**src/rsn_params.svh**
```systemverilog
`ifndef RSN_PARAMS_SVH
`define RSN_PARAMS_SVH
`define RSN_A_CFG 8'h00
`define RSN_A_CHSEL 8'h05
`define RSN_A_TPAT 8'h0d
`define RSN_A_STCTL 8'h0e
`define RSN_A_OFMT 8'h14
`define RSN_A_SIG0 8'h24
`define RSN_A_SIG1 8'h25
`define RSN_A_NSRC 8'h3c
`define RSN_A_NSRT 8'h3e
`define RSN_A_XFER 8'hff
`define RSN_CFG_LSB 6
`define RSN_NSR_EN 0
`define RSN_NSR_IGN 4
`define RSN_ST_EN 0
`define RSN_ST_RESUME 2
`define RSN_TP_RST_LONG 4
`define RSN_TP_RST_SHORT 5
`define RSN_CHSEL_RST 4'hf
`define RSN_MODE22 3'h0
`define RSN_MODE33 3'h1
`define RSN_MODE36 3'h2
`define RSN_TW_CNT22 6'h39
`define RSN_TW_CNT33 6'h22
`define RSN_TW_CNT36 6'h1c
`define RSN_BW_STEP22 7'h2c
`define RSN_BW_STEP33 7'h42
`define RSN_BW_STEP36 7'h48
`define RSN_ST_CYCLES 512
`define RSN_ST_SEED 16'hace1
`define RSN_PN_LONG_SEED 23'h3afb7d
`define RSN_PN_SHORT_SEED 9'h0df
`define RSN_MIDSCALE 11'h400
`endif

```
**src/rsn_pkg.sv**
```systemverilog
package rsn_pkg;
  typedef enum logic [1:0] {SP_IDLE, SP_INSTR, SP_DATA} rsn_sp_t;
  typedef struct packed {
    logic [2:0] sclk_s;
    logic [2:0] csn_s;
    logic [1:0] sdi_s;
    logic [1:0] pin_s;
    rsn_sp_t sp;
    logic [3:0] bit_cnt;
    logic [15:0] shift;
    logic rd;
    logic [1:0] len;
    logic [7:0] addr;
    logic [1:0] byte_cnt;
    logic [7:0] obyte;
    logic sdo;
    logic [7:0] cfg;
    logic [3:0] chsel;
    logic [7:0] tpat_sh;
    logic [7:0] tpat;
    logic [7:0] ofmt_sh;
    logic [7:0] ofmt;
    logic [3:0][7:0] st_sh;
    logic [3:0][7:0] st;
    logic [3:0][7:0] nsrc_sh;
    logic [3:0][7:0] nsrc;
    logic [3:0][7:0] nsrt_sh;
    logic [3:0][7:0] nsrt;
    logic [15:0] sig;
    logic xfer;
    logic busy;
    logic [8:0] st_cnt;
    logic [15:0] st_pn;
    logic [15:0] misr;
    logic [22:0] pn_long;
    logic [8:0] pn_short;
    logic tog;
    logic [3:0][10:0] dout;
  } rsn_state_t;
endpackage
```
**src/rsn_ctrl.sv**
```systemverilog
`timescale 1ns/100ps
`include "rsn_params.svh"
module rsn_ctrl import rsn_pkg::*; (
  input wire logic clk,
  input wire logic reset,
  input wire logic serial_shift_clock,
  input wire logic select_n,
  input wire logic sdio_in,
  output logic sdio_out,
  output logic sdio_oe,
  input wire logic requant_disable_pin,
  input wire logic [3:0][10:0] adc_data,
  output logic [3:0][10:0] data_out,
  output logic [3:0] requant_on,
  output logic [3:0][2:0] band_mode,
  output logic [3:0][5:0] band_left_step,
  output logic [3:0][6:0] band_width_step,
  output logic self_test_busy
);

  rsn_state_t s_r;
  rsn_state_t s_nxt;

  function automatic logic [7:0] rev8(input logic [7:0] x);
    logic [7:0] y;
    y = 8'h00;
    for (int i = 0; i < 8; i++) begin
      y[i] = x[7-i];
    end
    return y;
  endfunction

  function automatic logic [1:0] first_ch(input logic [3:0] m);
    logic [1:0] c;
    c = 2'h0;
    for (int i = 3; i >= 0; i--) begin
      if (m[i]) begin
        c = 2'(i);
      end
    end
    return c;
  endfunction

  // Highest legal word per band mode; unknown modes fall back to the 22% limits
  function automatic logic [5:0] tw_max(input logic [2:0] m);
    unique case (m)
      `RSN_MODE33: tw_max = `RSN_TW_CNT33 - 6'h01;
      `RSN_MODE36: tw_max = `RSN_TW_CNT36 - 6'h01;
      default: tw_max = `RSN_TW_CNT22 - 6'h01;
    endcase
  endfunction

  function automatic logic [6:0] bw_step(input logic [2:0] m);
    unique case (m)
      `RSN_MODE33: bw_step = `RSN_BW_STEP33;
      `RSN_MODE36: bw_step = `RSN_BW_STEP36;
      default: bw_step = `RSN_BW_STEP22;
    endcase
  endfunction

  // Shadow copies are read back so software sees what it wrote before a transfer
  function automatic logic [7:0] rd_reg(input rsn_state_t st, input logic [7:0] a,
                                        input logic [1:0] c);
    unique case (a)
      `RSN_A_CFG: rd_reg = st.cfg;
      `RSN_A_CHSEL: rd_reg = {4'h0, st.chsel};
      `RSN_A_TPAT: rd_reg = st.tpat_sh;
      `RSN_A_STCTL: rd_reg = st.st_sh[c];
      `RSN_A_OFMT: rd_reg = st.ofmt_sh;
      `RSN_A_SIG0: rd_reg = st.sig[7:0];
      `RSN_A_SIG1: rd_reg = st.sig[15:8];
      `RSN_A_NSRC: rd_reg = st.nsrc_sh[c];
      `RSN_A_NSRT: rd_reg = st.nsrt_sh[c];
      default: rd_reg = 8'h00;
    endcase
  endfunction

  logic sclk_rise;
  logic sclk_fall;
  logic csn;
  logic csn_rise;
  logic sdi;
  logic lsb;
  logic [1:0] rd_ch;
  logic [15:0] instr;
  logic [7:0] wbyte;
  logic [7:0] naddr;
  logic wr_en;
  logic [3:0] st_mask;
  logic [1:0] sign_ch;
  logic [10:0] pat;
  logic pat_raw;
  logic [10:0] smp;

  always_comb begin
    s_nxt = s_r;
    instr = 16'h0000;
    wbyte = 8'h00;
    naddr = 8'h00;
    wr_en = 1'b0;
    pat = 11'h000;
    pat_raw = 1'b0;
    smp = 11'h000;
    s_nxt.sclk_s = {s_r.sclk_s[1:0], serial_shift_clock};
    s_nxt.csn_s = {s_r.csn_s[1:0], select_n};
    s_nxt.sdi_s = {s_r.sdi_s[0], sdio_in};
    s_nxt.pin_s = {s_r.pin_s[0], requant_disable_pin};
    sclk_rise = s_r.sclk_s[1] & ~s_r.sclk_s[2];
    sclk_fall = ~s_r.sclk_s[1] & s_r.sclk_s[2];
    csn = s_r.csn_s[1];
    csn_rise = csn & ~s_r.csn_s[2];
    sdi = s_r.sdi_s[1];
    lsb = s_r.cfg[`RSN_CFG_LSB];
    rd_ch = (s_r.chsel == 4'h2) ? 2'h1 : (s_r.chsel == 4'h4) ? 2'h2 :
            (s_r.chsel == 4'h8) ? 2'h3 : 2'h0;
    s_nxt.xfer = 1'b0;

    unique case (s_r.sp)
      SP_IDLE: begin
        if (!csn && sclk_rise) begin
          s_nxt.sp = SP_INSTR;
          s_nxt.shift = {15'h0000, sdi};
          s_nxt.bit_cnt = 4'h1;
        end
      end
      SP_INSTR: begin
        if (csn_rise && s_r.bit_cnt[2:0] != 3'h0) begin
          s_nxt.sp = SP_IDLE;
        end else if (!csn && sclk_rise) begin
          s_nxt.shift = {s_r.shift[14:0], sdi};
          s_nxt.bit_cnt = 4'(s_r.bit_cnt + 4'h1);
          if (s_r.bit_cnt == 4'hf) begin
            instr = {s_r.shift[14:0], sdi};
            if (lsb) begin
              instr = {rev8(instr[7:0]), rev8(instr[15:8])};
            end
            s_nxt.rd = instr[15];
            s_nxt.len = instr[14:13];
            s_nxt.addr = instr[7:0];
            s_nxt.sp = SP_DATA;
            s_nxt.bit_cnt = 4'h0;
            s_nxt.byte_cnt = 2'h0;
            s_nxt.obyte = rd_reg(s_r, instr[7:0], rd_ch);
            if (lsb) begin
              s_nxt.obyte = rev8(s_nxt.obyte);
            end
            s_nxt.sdo = s_nxt.obyte[7];
          end
        end
      end
      SP_DATA: begin
        // A rise mid-byte aborts; at a byte boundary it only pauses a counted frame
        if (csn_rise && (s_r.bit_cnt[2:0] != 3'h0 || s_r.len == 2'h3)) begin
          s_nxt.sp = SP_IDLE;
        end else if (!csn && sclk_rise) begin
          s_nxt.shift = {s_r.shift[14:0], sdi};
          s_nxt.bit_cnt = 4'(s_r.bit_cnt + 4'h1);
          if (s_r.bit_cnt[2:0] == 3'h7) begin
            wbyte = {s_r.shift[6:0], sdi};
            if (lsb) begin
              wbyte = rev8(wbyte);
            end
            wr_en = ~s_r.rd;
            naddr = lsb ? 8'(s_r.addr + 8'h01) : 8'(s_r.addr - 8'h01);
            s_nxt.addr = naddr;
            s_nxt.bit_cnt = 4'h0;
            s_nxt.byte_cnt = 2'(s_r.byte_cnt + 2'h1);
            if (s_r.len != 2'h3 && s_r.byte_cnt == s_r.len) begin
              s_nxt.sp = SP_IDLE;
            end
            s_nxt.obyte = rd_reg(s_r, naddr, rd_ch);
            if (lsb) begin
              s_nxt.obyte = rev8(s_nxt.obyte);
            end
            s_nxt.sdo = s_nxt.obyte[7];
          end
        end else if (!csn && sclk_fall && s_r.rd && s_r.bit_cnt[2:0] != 3'h0) begin
          s_nxt.obyte = {s_r.obyte[6:0], 1'b0};
          s_nxt.sdo = s_r.obyte[6];
        end
      end
      default: s_nxt.sp = SP_IDLE;
    endcase

    if (wr_en) begin
      unique case (s_r.addr)
        `RSN_A_CFG: s_nxt.cfg = wbyte;
        `RSN_A_CHSEL: s_nxt.chsel = wbyte[3:0];
        `RSN_A_TPAT: s_nxt.tpat_sh = wbyte;
        `RSN_A_OFMT: s_nxt.ofmt_sh = wbyte;
        `RSN_A_XFER: s_nxt.xfer = wbyte[0];
        default: ;
      endcase
      for (int c = 0; c < 4; c++) begin
        if (s_r.chsel[c]) begin
          if (s_r.addr == `RSN_A_STCTL) s_nxt.st_sh[c] = wbyte;
          if (s_r.addr == `RSN_A_NSRC) s_nxt.nsrc_sh[c] = wbyte;
          if (s_r.addr == `RSN_A_NSRT) s_nxt.nsrt_sh[c] = wbyte;
        end
      end
    end

    for (int c = 0; c < 4; c++) begin
      st_mask[c] = s_r.st_sh[c][`RSN_ST_EN];
    end
    if (s_r.xfer) begin
      s_nxt.tpat = s_r.tpat_sh;
      s_nxt.ofmt = s_r.ofmt_sh;
      s_nxt.st = s_r.st_sh;
      s_nxt.nsrc = s_r.nsrc_sh;
      s_nxt.nsrt = s_r.nsrt_sh;
      if (|st_mask && !s_r.busy) begin
        s_nxt.busy = 1'b1;
        s_nxt.st_cnt = 9'h000;
        s_nxt.misr = 16'h0000;
        if (!s_r.st_sh[first_ch(st_mask)][`RSN_ST_RESUME]) begin
          s_nxt.st_pn = `RSN_ST_SEED;
        end
      end
    end

    s_nxt.tog = ~s_r.tog;
    s_nxt.pn_long = s_r.tpat[`RSN_TP_RST_LONG] ? `RSN_PN_LONG_SEED :
                    {s_r.pn_long[21:0], s_r.pn_long[22] ^ s_r.pn_long[17]};
    s_nxt.pn_short = s_r.tpat[`RSN_TP_RST_SHORT] ? `RSN_PN_SHORT_SEED :
                     {s_r.pn_short[7:0], s_r.pn_short[8] ^ s_r.pn_short[4]};

    unique case (s_r.tpat[3:0])
      4'h1: pat = `RSN_MIDSCALE;
      4'h2: pat = 11'h7ff;
      4'h3: pat = 11'h000;
      4'h4: pat = s_r.tog ? 11'h555 : 11'h2aa;
      4'h5: pat = s_r.pn_long[10:0];
      4'h6: pat = {s_r.pn_short, s_r.pn_short[8:7]};
      4'h7: pat = s_r.tog ? 11'h7ff : 11'h000;
      default: pat = 11'h000;
    endcase
    // PN patterns bypass formatting so the receiver can check the raw sequence
    pat_raw = (s_r.tpat[3:0] == 4'h5) || (s_r.tpat[3:0] == 4'h6);

    for (int c = 0; c < 4; c++) begin
      st_mask[c] = s_r.st[c][`RSN_ST_EN];
    end
    sign_ch = first_ch(st_mask);
    for (int c = 0; c < 4; c++) begin
      if (s_r.tpat[3:0] != 4'h0) begin
        smp = pat;
      end else if (s_r.busy && st_mask[c]) begin
        smp = s_r.st_pn[10:0];
      end else begin
        smp = adc_data[c];
      end
      if (s_r.ofmt[0] && !(pat_raw && s_r.tpat[3:0] != 4'h0)) begin
        smp[10] = ~smp[10];
      end
      s_nxt.dout[c] = smp;
      if (s_r.busy && 2'(c) == sign_ch) begin
        s_nxt.misr = {s_r.misr[14:0], s_r.misr[15] ^ s_r.misr[13]} ^ {5'h00, smp};
      end
    end

    if (s_r.busy) begin
      s_nxt.st_pn = {s_r.st_pn[14:0],
                     s_r.st_pn[15] ^ s_r.st_pn[13] ^ s_r.st_pn[12] ^ s_r.st_pn[10]};
      s_nxt.st_cnt = 9'(s_r.st_cnt + 9'h001);
      if (s_r.st_cnt == 9'(`RSN_ST_CYCLES - 1)) begin
        s_nxt.busy = 1'b0;
        s_nxt.sig = s_nxt.misr;
      end
    end
  end

  always_ff @(posedge clk or posedge reset) begin
    if (reset) begin
      s_r <= '0;
      s_r.sclk_s <= 3'h0;
      s_r.csn_s <= 3'h7;
      s_r.pin_s <= 2'h3;
      s_r.sp <= SP_IDLE;
      s_r.chsel <= `RSN_CHSEL_RST;
      s_r.st_pn <= `RSN_ST_SEED;
      s_r.pn_long <= `RSN_PN_LONG_SEED;
      s_r.pn_short <= `RSN_PN_SHORT_SEED;
    end else begin
      s_r <= s_nxt;
    end
  end

  assign sdio_out = s_r.sdo;
  assign sdio_oe = (s_r.sp == SP_DATA) && s_r.rd && !s_r.csn_s[1];
  assign data_out = s_r.dout;
  assign self_test_busy = s_r.busy;

  always_comb begin
    for (int c = 0; c < 4; c++) begin
      // The pin's pull-up sits in the pad; a floating pin reads high here too
      requant_on[c] = s_r.nsrc[c][`RSN_NSR_IGN] ? s_r.nsrc[c][`RSN_NSR_EN] :
                      ~s_r.pin_s[1];
      band_mode[c] = s_r.nsrc[c][3:1];
      band_left_step[c] = (s_r.nsrt[c][5:0] > tw_max(s_r.nsrc[c][3:1])) ?
                          tw_max(s_r.nsrc[c][3:1]) : s_r.nsrt[c][5:0];
      band_width_step[c] = bw_step(s_r.nsrc[c][3:1]);
    end
  end
endmodule

```
**config.mk**
```make
export PLATFORM = sky130hd
export DESIGN_NAME = rsn_ctrl
export DESIGN_NICKNAME = d
export VERILOG_FILES = /design/src/rsn_pkg.sv /design/src/rsn_ctrl.sv
export VERILOG_INCLUDE_DIRS = /design/src
export SDC_FILE = /design/constraint.sdc
export NUM_CORES = 1
export LEC_CHECK = 0
export BUFFER_PORTS_ARGS = -buffer_cell sky130_fd_sc_hd__buf_2
export CORE_AREA = 10 10 235 237
export DETAILED_ROUTE_END_ITERATION = 12
export DIE_AREA = 0 0 245 247
export GPL_TIMING_DRIVEN = 0
export HOLD_SLACK_MARGIN = 0.08
export PLACE_DENSITY_LB_ADDON = 0.3
export SLEW_MARGIN = 20
export SYNTH_ARGS = -nofsm -noshare
export SYNTH_HDL_FRONTEND = slang
export SYNTH_SLANG_ARGS = --single-unit
```
**constraint.sdc**
```tcl
create_clock -name clk -period 17 [get_ports clk]
set_clock_uncertainty 0.2 [all_clocks]
set_input_delay 1.7 -clock clk [delete_from_list [all_inputs] [get_ports clk]]
set_output_delay 1.7 -clock clk [all_outputs]
set_load 0.01 [all_outputs]
```
==> results_dict.tcl <==
set metrics [dict create \
    drv_cap 0 \
    setup_viol 0 \
    grt_pass1_vias 17241 \
    cts_max_level 2 \
    slew_viol_final 0 \
    p_total_uw 2070 \
    dr_total_vias 17416 \
    grt_max_degree 99 \
    synth_ff_type "dfrtp_1" \
    whs_ps 155 \
    synth_most_common_cell "dfrtp_1" \
    synthTopCellsByCount "dfrtp_1, nand2_1, o21ai_0" \
    portBuffers 156 \
    synth_edf_count 0 \
    dieWidth_um 245 \
    dpl_cell_area_um2 21800 \
    yosysTopAreaCell "dfrtp_1" \
    rows 83 \
    grt_usage_pct 22.0 \
    crit_arrival_ps 6400 \
    root_buffer "clkbuf_16" \
    coreArea_um2 50700 \
    synth.avg_cell_area_um2 9.45 \
    insertion_delay_ps 570 \
    fin_crit_sh_pct 36.2 \
    path_clk_slew_ps 60 \
    netlist-cell-type-count 90 \
    pwr_density_cell_nw_per_um2 89.1 \
    crit_path_max_fanout 16 \
    ant_nets 0 \
    worstPathRequired_ps 17240 \
    crit_chain "buf_2 -> buf_1 -> buf_6 -> inv_1 -> clkbuf_1 -> buf_1 -> ha_1 -> a211oi_2 -> mux2i_1 -> a2111oi_0 -> and3_2 -> buf_4 -> o211a_1 -> a2111oi_0 -> nand3_1 -> a311o_1" \
    num_io_pins 165 \
    period_needed_ps 6160 \
    drt_wl_total_um 67900 \
    grt-ovfl-total 0 \
    critPathKind "reg -> reg" \
    hold_buffers 0 \
    ys_seq_elements 367 \
    place_inst 2961 \
    vdd_drop_max_uv 76.5 \
    hold_path.class "reg -> reg" \
    synth_top_cells_by_area "dfrtp_1, o21ai_0, nand2_1, dfstp_2, mux2_2" \
    initial_core_util_pct 39.4 \
    synthCells 2113 \
    worst_slew_pin_slew_ps 1200 \
    rrSetupSlack_ps 10840 \
    startpoint_type "register" \
    area_growth_pct 16.2 \
    slowest_delay_ps 820 \
    setup_tns_ps 0 \
    ys_seq_area_share_pct 46.3 \
    die-height_um 247 \
    netlist.area_leader.share_pct 40.9 \
    final_cells 3037 \
    drtIter0Drc 1450 \
    grt_pass1_wl_um 105000 \
    gp_congestion 0.951 \
    cpMaxStageDelayCell "a2111oi_0" \
    wl_per_cell_um 22.3 \
    cts_setup_buffers 0 \
    syn-cell-area_um2 20000 \
    yosys_warnings 0 \
    vias_per_cell 5.73 \
    firstDrtPassIters 6 \
    leakagePower_uw 0.0105 \
    ctsResizeCount 0 \
    cts_num_sinks 367 \
    cts-buffers-inserted 42 \
    drc_errors 0 \
    clockBufferDepth 3 \
    clock.fmax_mhz 162 \
    synthArstFlopShare_pct 100 \
    critical_path.top_delay_family "buffers and inverters" \
    finalHoldViolCount 0 \
    n_antenna_cell 0 \
    drive_gt1_share_pct 20.4 \
    status "finished, final reports clean" \
    cts_tree "built" \
    antenna_found_initial 1 \
    path_buf_inv 7 \
    rsz0062_at_grt "no" \
    nNetsFinal 2415 \
    relSlewSlack_pct 19.5 \
    die-area_um2 60500 \
    finalInstanceArea_um2 23200 \
    worstSetupEndpointType "register" \
    dp_hpwl_um 51400 \
]
[worst register-to-register path, cell delays in order, from the launching register on]
cell and delay (ps):
dfrtp_1 390, buf_2 180, buf_1 220, buf_6 210
inv_1 190, clkbuf_1 400, buf_1 730, ha_1 450
a211oi_2 310, mux2i_1 550, a2111oi_0 300, and3_2 290
buf_4 160, o211a_1 120, a2111oi_0 820, nand3_1 170
a311o_1 360
[per-stage QoR]
step | setup slack, ps | utilization (%)
after floorplan | 4980 | -
after global placement | 1260 | 42.7
after detailed placement | 10970 | 43.0
after CTS | 10940 | 45.7
after global routing | 10480 | 45.8
final | 10840 | 45.8
[per-layer routing]
layer | track usage, % | share of wire (%)
met1 | 29.2 | 43
met2 | 35.1 | 46
met3 | 3.92 | 7.0
met4 | 8.75 | 3.8
met5 | 0 | 0.029
[sequential cells by signal (all words and copies together) (netlist names)]
register	cells
s_r	302
data_out	44
band_mode	12
s_nxt	5
csn	1
lsb	1
sdio_out	1
self_test_busy	1
[cells in the final DEF, fill, tap and decap left out, drive strengths merged, types with 12 or more instances in the layout]
cell type  instances
clkbuf           153
inv               71
o211ai            21
dfrtp            326
dfstp             41
and2              19
nor3              35
a21oi             58
ha                39
nand3             65
a22oi             30
a211oi            15
xor2              19
mux2i             64
a32oi             28
nor2              85
a21o              12
a31oi             24
buf              257
or2               26
and3              22
mux2              70
nor4              16
o22ai             17
nor3b             14
xnor2             22
nor2b             20
a22o              21
nand2            315
o21ai            257
[kinds of logic (layout without fill, tap and decap cells)]
family,Yosys count,after routing,share of synthesized area (%)
and+or+nand+nor,678,678,16.2
buffers and inverters,256,493,6.50
xor gates and xnor gates,41,41,1.80
adders and majority gates,40,40,2.54
other,1,8,0.0188
AOI/OAI and AO/OA,596,596,19.5
DFF,367,367,46.3
muxes,134,134,7.16
[worst paths after layout]
check,startpoint,end,depth (start not counted)
worst max-delay path,lsb,s_r[377],16
worst min-delay path,s_nxt[421],csn,0
worst max register to register,lsb,s_r[377],16
worst min register to register,s_nxt[421],csn,0
max in group asynchronous,reset,s_r[422],4
min in group asynchronous,reset,s_r[115],2
[layout make-up]
cell class,instances,area [µm²]
inverter,69,267
sequential,367,9240
fill,4947,27500
clock buffer,62,1250
timing repair buffer,161,896
clock inverter,14,158
buffer,187,1040
tap,680,851
multi-input combinational,1497,9510
[where the power goes]
part           switching [µW]  leakage, µW  internal, µW  total (µW)
Clock                     377     0.000689           543         920
Sequential               13.7      0.00479           891         905
Combinational             159      0.00503          83.9         243
Total                     549       0.0105          1520        2070
(Power assumes the default switching activity.)
